**src/pkg/dso_regs.svh**
```systemverilog
// Register offsets, reset values, function codes and timing counts
// Assumes a 100 MHz clock and a 32-bit Wishbone register bus
`ifndef DSO_REGS_SVH
`define DSO_REGS_SVH

// ===========================================================
// Register byte offsets
`define DSO_FUNC_LO_OFS 8'h00
`define DSO_FUNC_HI_OFS 8'h04
`define DSO_POL_OFS 8'h08
`define DSO_ACW_OFS 8'h0c
`define DSO_THR1_OFS 8'h10
`define DSO_THR2_OFS 8'h14
`define DSO_FMAX_OFS 8'h18
`define DSO_WARN_OFS 8'h1c
`define DSO_RUNH_OFS 8'h20
`define DSO_PWRH_OFS 8'h24
`define DSO_STAT_OFS 8'h28

// ===========================================================
// Reset values
`define DSO_FUNC_LO_RST 32'h0000_0000
`define DSO_FUNC_HI_RST 16'h0500
`define DSO_POL_RST 6'h20
`define DSO_FMAX_RST 16'h1770

// ===========================================================
// Output function codes and alarm code widths
`define DSO_FN_RUN 8'h00
`define DSO_FN_CONST_SPEED 8'h01
`define DSO_FN_THR_EXCEEDED 8'h02
`define DSO_FN_ALARM 8'h05
`define DSO_FN_THR_REACHED 8'h06
`define DSO_FN_RUN_OVER 8'h0b
`define DSO_FN_POWER_OVER 8'h0c
`define DSO_FN_THR_EXCEEDED_2 8'h18
`define DSO_FN_THR_REACHED_2 8'h19
`define DSO_ACW_OFF 2'h0
`define DSO_ACW_3BIT 2'h1
`define DSO_ACW_4BIT 2'h2

// ===========================================================
// Hysteresis steps, warning units, timing
`define DSO_FON_PCT 2'h1
`define DSO_FOFF_PCT 2'h2
`define DSO_UNIT_10H 24'h00000a
`define DSO_UNIT_100H 24'h000064
`define DSO_HOURS_MAX 20'hfffff
`define DSO_CLK_PERIOD_NS 10
`define DSO_SECOND_NS 1000000000
`define DSO_SEC_PER_HOUR 3600

`endif

```
**src/pkg/dso_pkg.sv**
```systemverilog
// Types shared by the drive status output logic
// Assumes dso_regs.svh for all register and timing constants
package dso_pkg;
  // ===========================================================
  // Bus slave states, one-hot
  typedef enum logic [1:0] {
    DSO_WB_IDLE = 2'b01,
    DSO_WB_ACK = 2'b10
  } dso_wb_st_t;

  // Drive status seen by the block
  typedef struct packed {
    logic running;
    logic dc_brake;
    logic accel;
    logic decel;
    logic fault;
    logic [3:0] fault_code;
    logic [15:0] freq;
    logic [15:0] cmd_freq;
  } dso_drive_t;

  // Internal indications selectable per output
  typedef struct packed {
    logic run;
    logic [4:0] fa;
    logic alarm;
    logic run_over;
    logic power_over;
  } dso_sig_t;

  typedef struct packed {
    logic flag;
  } dso_fa_state_t;

  typedef struct packed {
    logic [11:0] sec;
    logic [19:0] hours;
  } dso_hc_state_t;

  typedef struct packed {
    dso_wb_st_t wb;
    logic [31:0] rdat;
    logic [31:0] func_lo;
    logic [15:0] func_hi;
    logic [5:0] pol;
    logic [1:0] acw;
    logic [31:0] thr1;
    logic [31:0] thr2;
    logic [15:0] fmax;
    logic [16:0] warn;
    logic [26:0] div;
    logic [4:0] outs;
    logic pair1;
  } dso_state_t;
endpackage

```
**src/rtl/dso_freq_arrival.sv**
```systemverilog
// One frequency-arrival detector with hysteresis
// Assumes frequencies in 0.01 Hz steps on the system clock
`timescale 1ns/1ps
`default_nettype none
module dso_freq_arrival
  import dso_pkg::*;
(
  input wire logic clk_i,
  input wire logic rst_i,
  input wire logic [15:0] freq_i,
  input wire logic [15:0] accel_thr_i,
  input wire logic [15:0] decel_thr_i,
  input wire logic [15:0] fon_i,
  input wire logic [15:0] foff_i,
  input wire logic accel_i,
  input wire logic decel_i,
  input wire logic window_i,
  output logic flag_o
);
  dso_fa_state_t q, d;
  logic signed [17:0] thr, f, on_step, off_step;

  // Threshold in use follows the ramp direction
  assign thr = $signed({2'b00, decel_i ? decel_thr_i : accel_thr_i});
  assign f = $signed({2'b00, freq_i});
  assign on_step = $signed({2'b00, fon_i});
  assign off_step = $signed({2'b00, foff_i});

  // Hysteresis decision
  always_comb begin
    d = q;
    if (thr == 18'sh0) begin
      d.flag = 1'b0;
    end else if (!window_i) begin
      if (!q.flag && f >= thr - on_step) d.flag = 1'b1;
      else if (q.flag && f < thr - off_step) d.flag = 1'b0;
    end else if (accel_i) begin
      if (!q.flag && f >= thr - on_step && f <= thr + off_step)
        d.flag = 1'b1;
      else if (q.flag && f > thr + off_step) d.flag = 1'b0;
    end else if (decel_i) begin
      if (!q.flag && f <= thr + on_step && f >= thr - off_step)
        d.flag = 1'b1;
      else if (q.flag && f < thr - off_step) d.flag = 1'b0;
    end
  end

  // State register
  always_ff @(posedge clk_i) begin
    if (rst_i) q <= '{flag: 1'b0};
    else q <= d;
  end

  assign flag_o = q.flag;
endmodule
`default_nettype wire

```
**src/rtl/dso_hour_counter.sv**
```systemverilog
// Cumulative hour counter advanced by a one-second enable pulse
// Assumes tick_i is a single-cycle pulse from the system divider
`timescale 1ns/1ps
`default_nettype none
`include "dso_regs.svh"
module dso_hour_counter
  import dso_pkg::*;
#(
  parameter int SEC_PER_HOUR = `DSO_SEC_PER_HOUR
) (
  input wire logic clk_i,
  input wire logic rst_i,
  input wire logic tick_i,
  input wire logic en_i,
  output logic [19:0] hours_o
);
  localparam logic [11:0] SecLast = 12'(SEC_PER_HOUR - 1);
  dso_hc_state_t q, d;

  // Seconds roll into saturating hours
  always_comb begin
    d = q;
    if (tick_i && en_i) begin
      if (q.sec == SecLast) begin
        d.sec = 12'h000;
        if (q.hours != `DSO_HOURS_MAX) d.hours = q.hours + 20'h00001;
      end else begin
        d.sec = q.sec + 12'h001;
      end
    end
  end

  // State register
  always_ff @(posedge clk_i) begin
    if (rst_i) q <= '{sec: 12'h000, hours: 20'h00000};
    else q <= d;
  end

  assign hours_o = q.hours;
endmodule
`default_nettype wire

```
**src/rtl/dso_top.sv**
```systemverilog
// Drive status output logic: indications, polarity and relay
// Assumes drive status on the same clock and a classic Wishbone master
//
// How it works
// Each output and relay has own polarity
// Normally open: active signal closes output
// Normally closed: active signal opens output
// Relay polarity 0: pair one closes on error
// Relay polarity 1 default: pair one closed normally
// Function 00 shows drive running
// Running stays on during DC braking
// Five arrival functions selectable per output
// Arrival on at target-1%, off target-2%
// Reached, accelerating: off above target+2%
// Reached, decelerating: on at target+1%
// Zero arrival threshold disables that output
// Constant speed tracks commanded frequency
// Exceeded flags use threshold pair one/two
// Reached flags only near threshold pair
// Time-over flags when hours exceed warning
// Warning zero off, 10 or 100 hour units
// Controller brakes on arrival, releases on torque; the model has no torque input and releases when the arrival terminal opens
// Separate run and power hour counters readable
// Alarm code width overrides first terminals
//
// The implementer's own choices: the register offsets and register access over Wishbone.
`timescale 1ns/1ps
`default_nettype none
`include "dso_regs.svh"
module dso_top
  import dso_pkg::*;
#(
  parameter int TICKS_PER_SEC = `DSO_SECOND_NS / `DSO_CLK_PERIOD_NS,
  parameter int SEC_PER_HOUR = `DSO_SEC_PER_HOUR
) (
  input wire logic clk_i,
  input wire logic rst_i,
  input wire logic wb_cyc_i,
  input wire logic wb_stb_i,
  input wire logic wb_we_i,
  input wire logic [7:0] wb_adr_i,
  input wire logic [3:0] wb_sel_i,
  input wire logic [31:0] wb_dat_i,
  output logic [31:0] wb_dat_o,
  output logic wb_ack_o,
  input wire dso_drive_t drive_i,
  output logic [4:0] out_closed_o,
  output logic relay_pair1_closed_o,
  output logic relay_pair2_closed_o
);
  localparam logic [26:0] TickLast = 27'(TICKS_PER_SEC - 1);

  dso_state_t q, d;
  dso_sig_t sig;
  logic [15:0] fon, foff;
  logic [4:0] fa;
  logic [19:0] run_hours, power_hours;
  logic [23:0] warn_hours;
  logic sec_tick;
  logic [31:0] rd_word;
  logic [15:0] thr_a [5];
  logic [15:0] thr_d [5];
  logic [4:0] win;

  // ===========================================================
  // Helper functions

  // Percent of maximum frequency, truncated
  function automatic logic [15:0] pct_of(input logic [15:0] f,
                                         input logic [1:0] n);
    logic [17:0] p;
    p = {2'b00, f} * {16'h0000, n};
    pct_of = 16'(p / 18'd100);
  endfunction

  // Byte-lane merge of a write
  function automatic logic [31:0] merge(input logic [31:0] old,
                                        input logic [31:0] nw,
                                        input logic [3:0] sel);
    logic [31:0] r;
    r = old;
    for (int i = 0; i < 4; i++) begin
      if (sel[i]) r[8*i +: 8] = nw[8*i +: 8];
    end
    merge = r;
  endfunction

  // Indication chosen by a function code
  function automatic logic pick(input logic [7:0] code,
                                input dso_sig_t s);
    logic r;
    r = 1'b0;
    case (code)
      `DSO_FN_RUN: r = s.run;
      `DSO_FN_CONST_SPEED: r = s.fa[0];
      `DSO_FN_THR_EXCEEDED: r = s.fa[1];
      `DSO_FN_THR_REACHED: r = s.fa[2];
      `DSO_FN_THR_EXCEEDED_2: r = s.fa[3];
      `DSO_FN_THR_REACHED_2: r = s.fa[4];
      `DSO_FN_ALARM: r = s.alarm;
      `DSO_FN_RUN_OVER: r = s.run_over;
      `DSO_FN_POWER_OVER: r = s.power_over;
      default: r = 1'b0;
    endcase
    pick = r;
  endfunction

  // Function code held for one terminal
  function automatic logic [7:0] code_of(input logic [31:0] lo,
                                         input logic [15:0] hi,
                                         input int idx);
    code_of = (idx < 4) ? lo[8*(idx % 4) +: 8] : hi[7:0];
  endfunction

  // ===========================================================
  // Frequency-arrival detectors

  // Hysteresis steps from maximum frequency
  assign fon = pct_of(q.fmax, `DSO_FON_PCT);
  assign foff = pct_of(q.fmax, `DSO_FOFF_PCT);

  // Constant speed uses the commanded frequency both ways
  assign thr_a[0] = drive_i.cmd_freq;
  assign thr_d[0] = drive_i.cmd_freq;
  assign thr_a[1] = q.thr1[15:0];
  assign thr_d[1] = q.thr1[31:16];
  assign thr_a[2] = q.thr1[15:0];
  assign thr_d[2] = q.thr1[31:16];
  assign thr_a[3] = q.thr2[15:0];
  assign thr_d[3] = q.thr2[31:16];
  assign thr_a[4] = q.thr2[15:0];
  assign thr_d[4] = q.thr2[31:16];
  assign win = 5'b10100;

  // One detector per arrival function
  for (genvar g = 0; g < 5; g++) begin : g_fa
    dso_freq_arrival u_fa (
      .clk_i(clk_i),
      .rst_i(rst_i),
      .freq_i(drive_i.freq),
      .accel_thr_i(thr_a[g]),
      .decel_thr_i(thr_d[g]),
      .fon_i(fon),
      .foff_i(foff),
      .accel_i(drive_i.accel),
      .decel_i(drive_i.decel),
      .window_i(win[g]),
      .flag_o(fa[g])
    );
  end

  // ===========================================================
  // Elapsed time

  // One-second enable pulse
  assign sec_tick = (q.div == TickLast);

  dso_hour_counter #(
    .SEC_PER_HOUR(SEC_PER_HOUR)
  ) u_run_hours (
    .clk_i(clk_i),
    .rst_i(rst_i),
    .tick_i(sec_tick),
    .en_i(drive_i.running),
    .hours_o(run_hours)
  );

  dso_hour_counter #(
    .SEC_PER_HOUR(SEC_PER_HOUR)
  ) u_power_hours (
    .clk_i(clk_i),
    .rst_i(rst_i),
    .tick_i(sec_tick),
    .en_i(1'b1),
    .hours_o(power_hours)
  );

  // Warning time scaled to hours
  assign warn_hours = {8'h00, q.warn[15:0]} *
    (q.warn[16] ? `DSO_UNIT_100H : `DSO_UNIT_10H);

  // ===========================================================
  // Indications

  always_comb begin
    sig.run = drive_i.running | drive_i.dc_brake;
    sig.fa = fa;
    sig.alarm = drive_i.fault;
    sig.run_over = (q.warn[15:0] != 16'h0000) &&
                   ({4'h0, run_hours} > warn_hours);
    sig.power_over = (q.warn[15:0] != 16'h0000) &&
                     ({4'h0, power_hours} > warn_hours);
  end

  // ===========================================================
  // Register read mux

  always_comb begin
    rd_word = 32'h0000_0000;
    case (wb_adr_i)
      `DSO_FUNC_LO_OFS: rd_word = q.func_lo;
      `DSO_FUNC_HI_OFS: rd_word = {16'h0000, q.func_hi};
      `DSO_POL_OFS: rd_word = {26'h0, q.pol};
      `DSO_ACW_OFS: rd_word = {30'h0, q.acw};
      `DSO_THR1_OFS: rd_word = q.thr1;
      `DSO_THR2_OFS: rd_word = q.thr2;
      `DSO_FMAX_OFS: rd_word = {16'h0000, q.fmax};
      `DSO_WARN_OFS: rd_word = {15'h0, q.warn};
      `DSO_RUNH_OFS: rd_word = {12'h000, run_hours};
      `DSO_PWRH_OFS: rd_word = {12'h000, power_hours};
      `DSO_STAT_OFS: rd_word = {17'h0, q.pair1, q.outs, sig};
      default: rd_word = 32'h0000_0000;
    endcase
  end

  // ===========================================================
  // Next state: bus slave, divider, outputs

  always_comb begin
    logic s;
    s = 1'b0;
    d = q;
    // Bus slave: take, then acknowledge and write
    case (q.wb)
      DSO_WB_IDLE: begin
        if (wb_cyc_i && wb_stb_i) begin
          d.wb = DSO_WB_ACK;
          d.rdat = rd_word;
        end
      end
      DSO_WB_ACK: begin
        d.wb = DSO_WB_IDLE;
        if (wb_we_i) begin
          case (wb_adr_i)
            `DSO_FUNC_LO_OFS: d.func_lo = merge(q.func_lo, wb_dat_i,
                                                wb_sel_i);
            `DSO_FUNC_HI_OFS: d.func_hi = 16'(merge({16'h0000, q.func_hi},
                                          wb_dat_i, wb_sel_i));
            `DSO_POL_OFS: d.pol = 6'(merge({26'h0, q.pol}, wb_dat_i,
                                     wb_sel_i));
            `DSO_ACW_OFS: d.acw = 2'(merge({30'h0, q.acw}, wb_dat_i,
                                     wb_sel_i));
            `DSO_THR1_OFS: d.thr1 = merge(q.thr1, wb_dat_i, wb_sel_i);
            `DSO_THR2_OFS: d.thr2 = merge(q.thr2, wb_dat_i, wb_sel_i);
            `DSO_FMAX_OFS: d.fmax = 16'(merge({16'h0000, q.fmax},
                                       wb_dat_i, wb_sel_i));
            `DSO_WARN_OFS: d.warn = 17'(merge({15'h0, q.warn},
                                       wb_dat_i, wb_sel_i));
            default: d.wb = DSO_WB_IDLE;
          endcase
        end
      end
      default: d.wb = DSO_WB_IDLE;
    endcase

    // Second divider
    d.div = sec_tick ? 27'h0 : q.div + 27'h1;

    // Open-collector outputs with polarity
    for (int i = 0; i < 5; i++) begin
      s = pick(code_of(q.func_lo, q.func_hi, i), sig);
      if ((q.acw == `DSO_ACW_3BIT && i < 3) ||
          (q.acw == `DSO_ACW_4BIT && i < 4)) begin
        s = drive_i.fault_code[2'(i)];
      end
      d.outs[i] = s ^ q.pol[i];
    end

    // Relay coil: pair one follows energised coil
    d.pair1 = pick(q.func_hi[15:8], sig) ^ q.pol[5];
  end

  // ===========================================================
  // State register; reset leaves contacts as unpowered

  always_ff @(posedge clk_i) begin
    if (rst_i) begin
      q <= '{wb: DSO_WB_IDLE, rdat: 32'h0, func_lo: `DSO_FUNC_LO_RST,
             func_hi: `DSO_FUNC_HI_RST, pol: `DSO_POL_RST,
             acw: `DSO_ACW_OFF, thr1: 32'h0, thr2: 32'h0,
             fmax: `DSO_FMAX_RST, warn: 17'h0, div: 27'h0,
             outs: 5'h00, pair1: 1'b0};
    end else begin
      q <= d;
    end
  end

  // Outputs
  assign wb_ack_o = (q.wb == DSO_WB_ACK);
  assign wb_dat_o = q.rdat;
  assign out_closed_o = q.outs;
  assign relay_pair1_closed_o = q.pair1;
  assign relay_pair2_closed_o = ~q.pair1;
endmodule
`default_nettype wire

```
**config.mk**
```make
export PLATFORM = sky130hd
export DESIGN_NAME = dso_top
export DESIGN_NICKNAME = d
export VERILOG_FILES = /design/src/pkg/dso_pkg.sv /design/src/rtl/dso_freq_arrival.sv /design/src/rtl/dso_hour_counter.sv /design/src/rtl/dso_top.sv
export VERILOG_INCLUDE_DIRS = /design/src /design/src/pkg
export SDC_FILE = /design/constraint.sdc
export NUM_CORES = 2
export LEC_CHECK = 0
export ABC_CLOCK_PERIOD_IN_PS = 14400
export BUFFER_PORTS_ARGS = -buffer_cell sky130_fd_sc_hd__buf_4
export CAP_MARGIN = 10
export CORE_MARGIN = 4
export CORE_UTILIZATION = 65
export DETAILED_ROUTE_END_ITERATION = 10
export GPL_TIMING_DRIVEN = 0
export HOLD_SLACK_MARGIN = 0.06
export PLACE_DENSITY = 0.89
export SYNTH_ARGS = -nofsm -noshare
export SYNTH_HDL_FRONTEND = slang
export SYNTH_SLANG_ARGS = --single-unit
```
**constraint.sdc**
```tcl
create_clock -name clk_i -period 14.4 [get_ports clk_i]
set_input_delay 0.72 -clock clk_i [delete_from_list [all_inputs] [get_ports clk_i]]
set_output_delay 0.72 -clock clk_i [all_outputs]
set_load 0.03 [all_outputs]
```
# Word-level counts from Yosys, hierarchy flattened
# Index checks and enable logic that the tools add are counted.
# Widths: inputs -> output; s select.
word_totals:
  elab_cells: 257
  out_inout_bits: 40
  ff_bits: 289
op_classes:
  bitwise: 9
  div_mod_pow: 2
  n_mul: 1
  n_lt_le_gt_ge: 16
  add_sub_neg: 15
  mux: 34
  n_reduce_logical: 76
  n_eq_ne: 69
op_table:
  columns: ["op", "count"]
  rows:
  - ["$pmux 32 s11", 1]
  - ["$eq 8x5->1 const B", 16]
  - ["$eq 8x4->1 const B", 14]
  - ["$eq 8x3->1 const B", 13]
  - ["$sub 16x16->17", 6]
  - ["$reduce_and 4->1", 21]
  - ["$ge 17x18->1", 4]
  - ["$add 16x16->17", 4]
  - ["$logic_not 8->1", 7]
  - ["$logic_not 18->1", 3]
  - ["$pmux 1 s9", 6]
  - ["$eq 8x1->1 const B", 6]
  - ["$eq 8x2->1 const B", 6]
  - ["$gt 20x23->1", 2]
  - ["$add 20x1->20 const B", 2]
  - ["$ne 20x20->1 const B", 2]
  - ["$gt 17x18->1", 2]
  - ["$le 17x18->1", 2]
  - ["$lt 17x18->1", 2]
  - ["$le 16x17->1", 2]
  - ["$mux 16", 2]
  - ["$add 27x1->27 const B", 1]
  - ["$eq 27x27->1 const B", 1]
  - ["$add 12x1->12 const B", 2]
  - ["25 further kinds", 95]

# Logic depth before layout (Yosys ltp)
depth:
  word_depth: 8
  ltp_mapped: 58
  ltp_nobuf: 54

# By module
# Synthesis repeated with hierarchy kept, for this count alone.
hier_totals:
  cells_unflattened: 5606
  area_unflattened_um2: 43207.7
by_module_without_submodules:
  columns: ["module", "seq_area_each_um2", "cells_each", "area_each_um2", "n_inst"]
  rows:
  - ["dso_top", 4404.2, 2088, 16154.2, 1]
  - ["dso_freq_arrival (g_fa[2].u_fa ...)", 20.0, 623, 4724.5, 3]
  - ["dso_freq_arrival (g_fa[1].u_fa)", 20.0, 627, 4774.6, 1]
  - ["dso_freq_arrival (g_fa[0].u_fa)", 20.0, 630, 4772.1, 1]
  - ["dso_hour_counter", 640.6, 196, 1666.6, 2]

# Worst setup path after synthesis
# No wires, ideal clock.
synth_path:
  kind: "register to register"
  from: "register q[61] in the netlist's numbering"
  to: "register g_fa[4].u_fa.q"
  arrival_ns: 9.419
  period_less_slack_ns: 9.532
  path_stages_with_launch: 48
  n_path_buf: 2
  path_slack_ns: 4.868
  required_time_ns: 14.288
  path_cell_list: "dfxtp_1 buf_4 or2_1 buf_6 a211o_1 a22oi_4 o31ai_2 xnor2_2 o41ai_4 a311o_1 mux2i_2 a21oi_1 o32ai_4 o21ai_4 o21ai_2 inv_2 xnor2_4 a211oi_1 [12 not listed] o21bai_1 a21oi_1 o21bai_1 a21oi_1 o21bai_1 a21oi_1 xnor2_1 ha_1 a21o_1 a21o_1 a21oi_1 o21ai_0 a21o_1 a21o_1 a221oi_1 o311a_1 o32a_1 nor2_1"
synth_via:
  elab_chain_len: 8
  word_cells_on_any_way: 25
synth_lines:
  columns: ["element", "line", "rtl"]
  rows:
  - ["start: declaration", "dso_top.sv:53", "dso_state_t q, d;"]
  - ["start signal: assignment", "dso_top.sv:278", "q <= '{wb: DSO_WB_IDLE, rdat: 32'h0, func_lo: `DSO_FUNC_LO_RST,"]
  - ["parallel branches: the longest is 8 deep, another holds $div 17x7->18", null, null]
  - ["end signal: assignment", "dso_freq_arrival.sv:50", "if (rst_i) q <= '{flag: 1'b0};"]
  - ["end: declaration", "dso_freq_arrival.sv:20", "dso_fa_state_t q, d;"]
# Several ways; the timed one is not identified. The select of a mux whose other input is x is not followed.
# A chain may end at the register's enable or synchronous reset.

# Final worst setup path
layout_path:
  from: "register q[65] in the netlist's numbering"
  to: "register g_fa[4].u_fa.q"
# The elaborated chain is that of the path after synthesis.

==> flow_metrics.env <==
export IMPL_ff2ff_path_depth=46
export IMPL_cp_end_kind="flip-flop"
export IMPL_startpoint_type="flip-flop"
export IMPL_cpMostUsedCell="a21oi_1"
export IMPL_grt_pass1_wl_um=144000
export IMPL_switchingPower_w=0.000501
export IMPL_antenna_found_initial=2
export IMPL_r2r_start="q[65]$_SDFFE_PP0P_"
export IMPL_cts_buffers=31
export IMPL_grt_pass1_vias=25261
export IMPL_cts_buffer_depth=3
export IMPL_rows=74
export IMPL_synth_cell_types=113
export IMPL_internal_power_w=0.00131
export IMPL_worstMarginPinSlew_ns=1.30
export IMPL_layout_drive_gt1_share=0.0926
export IMPL_multi_input_area_um2=19800
export IMPL_post_cts_resized=0
export IMPL_synth_top_family_by_area="simple AND/OR/NAND/NOR gates"
export IMPL_slew_viol_final=0
export IMPL_critPathLaunch="q[65]$_SDFFE_PP0P_"
export IMPL_pwr_share_seq=0.449
export IMPL_tns_ns=0
export IMPL_cp_num_buf_inv=4
export IMPL_drt_iter0_drc=4176
export IMPL_numPortBuffers=121
export IMPL_drt_total_wl_um=95600
export IMPL_reg2reg_setup_slack_ns=2.33
export IMPL_diodes=0
export IMPL_ant_nets=0
export IMPL_start_util=0.663
export IMPL_synth_edf_count=0
export IMPL_syn_area_um2=27400
export IMPL_hold_violations=0
export IMPL_clkPwrFrac=0.433
export IMPL_r2r_end="g_fa[4].u_fa.flag_o$_SDFFE_PP0P_"
export IMPL_synthArstFlopShare=0
export IMPL_fin_nets=4173
export IMPL_drc_errors=0
export IMPL_drv_cap=0
export IMPL_cts_root_buf="clkbuf_16"
export IMPL_fin_skew_ns=0.0367
export IMPL_p_leak_nw=12.7
export IMPL_die_h_um=213
export IMPL_dpl_hpwl_um=75600
export IMPL_insertion_delay_ns=0.62
export IMPL_fin_ws_ns=2.33
export IMPL_rsz0062_at_grt="no"
export IMPL_synthCells=3513
export IMPL_avgSynthCellArea_um2=7.80
export IMPL_die_x_um=213
export IMPL_power_density_nw_per_um2=60.3
export IMPL_avgViaCountPerCell=6.63
export IMPL_synth_xor_area_frac=0.0723
export IMPL_gp_congestion=1.05
export IMPL_path_depth=46
export IMPL_drt_first_pass_iters=10
export IMPL_synth_area_mux_share=0.0225
export IMPL_vias=28031
export IMPL_cts_sinks=289
export IMPL_crit_end="g_fa[4].u_fa.flag_o$_SDFFE_PP0P_"
export IMPL_pin_count=130
export IMPL_core_um2=41300
export IMPL_n_fill_cell=3353
export IMPL_cts_hold_fix_buffers=0
export IMPL_synth_compound_area_frac=0.206
export IMPL_synth_warnings=0
export IMPL_power_share_switching=0.278
export IMPL_dp_slack_ns=2.78
export IMPL_cts_reportedPaths_clkPinSlew_ns=0.06
export IMPL_maxSlewHeadroom=0.108
export IMPL_globalRouteOverflowTotal=0
export IMPL_cts_tree="yes"
export IMPL_die_area_um2=45500
export IMPL_cpPeakStageDelay_ns=0.74
export IMPL_grt_usage=0.402
export IMPL_slowest_stage="o41ai_4"
export IMPL_syn_to_final_growth_pct=9.30
export IMPL_synth_simple_gate_area_frac=0.221
export IMPL_htree_levels=1
export IMPL_synthFlopType="dfxtp_1"
export IMPL_status="finished clean"
export IMPL_cp_arrival_ns=12.55
export IMPL_yosysSeqAreaShare=0.211
export IMPL_finalSetupViolCount=0
export IMPL_p_comb_frac=0.118
export IMPL_wl_per_cell_um=22.6
export IMPL_synthAdderAreaFrac=0.200
export IMPL_hold_path_class="in -> reg"
export IMPL_cp_max_fo=10
export IMPL_synth_seq_cells=289
export IMPL_regArea_um2=5790
export IMPL_grt_max_degree=17
export IMPL_period_minus_slack_ns=12.07
export IMPL_vdd_drop_max_mv=0.100
export IMPL_post_cts_buffers=0
export IMPL_fin_crit_sh=0.838
export IMPL_fmax_mhz=82.9
export IMPL_worst_endpoint_required_ns=14.88
export IMPL_crit_family="compound AO/OA/AOI/OAI gates"
export IMPL_crit_type="reg -> reg"
-- cell type report --
| class | count | area share |
|---|---|---|
| Buffer | 210 | 0.0342 |
| Clock buffer | 42 | 0.0286 |
| Clock inverter | 16 | 0.00376 |
| Inverter | 215 | 0.0270 |
| Multi-Input combinational cell | 2800 | 0.661 |
| Sequential cell | 289 | 0.193 |
| Tap cell | 532 | 0.0222 |
| Timing Repair Buffer | 121 | 0.0303 |
-- cells in the mapped netlist, drive strengths merged (5+ instances only) --
cell,number,area (um2)
o21ai,143,734
a21o,62,465
nand4b,6,52.6
mux2,33,372
inv,214,803
or4,6,45.0
fa,36,721
o21a,14,105
clkbuf,140,528
and3,32,205
xor2,83,746
o41ai,5,81.3
a221oi,20,181
or3,28,175
and2,34,213
ha,379,4740
o32ai,5,70.1
xnor2,138,1230
o2111ai,5,43.8
a22oi,43,342
a22o,16,149
nand2,328,1230
dfxtp,289,5790
nor2b,60,375
nor4,34,228
nand3b,13,97.6
a211o,7,61.3
o211ai,17,133
a222oi,31,310
nand4,71,457
nand2b,56,350
or2,29,186
buf,70,495
o22ai,5,31.3
nor3,36,180
nor2,301,1140
a31oi,23,144
a211oi,31,250
o2bb2ai,5,43.8
nand3,187,941
a21oi,344,1740
o31ai,6,50.1
mux2i,24,244
and4,8,70.1
o21bai,30,225
-- per-stage QoR --
stage                     instances  instance area, um2  utilization  total power [W]  hold slack [ns]
after floorplan                3514               27400            -         0.000938            0.432
after global routing           4225               29900        0.725          0.00184            0.409
after CTS                      4225               29900        0.725          0.00179            0.393
final                          4225               29900        0.725          0.00181            0.399
after detailed placement       4167               29000        0.702          0.00103            0.464
after global placement         4167               29000        0.702          0.00103            0.451
-- worst min-delay path by stage --
| stage | startpoint | endpoint | cells after the start |
|---|---|---|---|
| floorplan | wb_dat_o[1]$_SDFFE_PP0P_ | wb_dat_o[1]$_SDFFE_PP0P_ | 2 |
| global placement | wb_dat_o[0]$_SDFFE_PP0P_ | wb_dat_o[0]$_SDFFE_PP0P_ | 2 |
| detailed placement | q[95]$_SDFFE_PP0P_ | q[95]$_SDFFE_PP0P_ | 2 |
| CTS | wb_dat_i[16] | q[114]$_SDFFE_PP0P_ | 3 |
| global route | wb_dat_i[17] | q[83]$_SDFFE_PP0P_ | 3 |
| finish | wb_dat_i[16] | q[114]$_SDFFE_PP0P_ | 3 |
-- registers in the layout, summed over array words and instances (netlist names) --
name / flops
u_run_hours.hours_o: 20
u_run_hours.q: 12
out_closed_o: 5
wb_dat_o: 32
q: 182
u_power_hours.hours_o: 20
relay_pair1_closed_o: 1
u_power_hours.q: 12
g_fa.u_fa.flag_o: 5
-- tightest hold or removal path: cells and delay by family --
kind	cells	cell delay, ns
simple gates	1	0.06
buf+inv	1	0.14
compound gates	1	0.05
-- layer usage --
layer  up-vias  share of wire  track usage
li1      12806              -            -
met1     12912           0.41        0.573
met2      1918           0.39        0.561
met3       391           0.15        0.131
met4         4          0.053        0.156
met5         -        0.00031            0
-- kinds of logic (layout without fill, tap and decap cells) --
| group | after synthesis | in the layout |
|---|---|---|
| muxes | 57 | 57 |
| other | 1 | 2 |
| adders and majority gates | 417 | 417 |
| xor gates and xnor gates | 221 | 221 |
| AOI/OAI and AO/OA | 863 | 863 |
| DFF | 289 | 289 |
| buffers and inverters | 425 | 604 |
| and+or+nand+nor | 1240 | 1240 |
-- placed cells by master, fill, tap and decap left out, drive strengths merged, types with 23 or more instances in the layout --
cell / n
nand2: 328
mux2: 33
buf: 191
ha: 379
nand2b: 56
nor4: 34
or2: 29
nand3: 187
a31oi: 23
and2: 34
a21o: 62
o21bai: 30
and3: 32
mux2i: 24
nor3: 36
a211oi: 31
a222oi: 31
inv: 216
clkbuf: 182
nor2b: 60
a22oi: 43
o21ai: 143
dfxtp: 289
fa: 36
or3: 28
xnor2: 138
a21oi: 344
nor2: 301
xor2: 83
nand4: 71
-- power by group through the flow --
stage	Combinational, W	Clock (W)	Sequential [W]
global placement	0.000198	0	0.000828
detailed placement	0.000202	0	0.000828
finish	0.000214	0.000782	0.000811
floorplan	0.000112	0	0.000826
CTS	0.000204	0.000776	0.000811
global route	0.000227	0.000804	0.000811
Power figures use the tool's default switching activity.
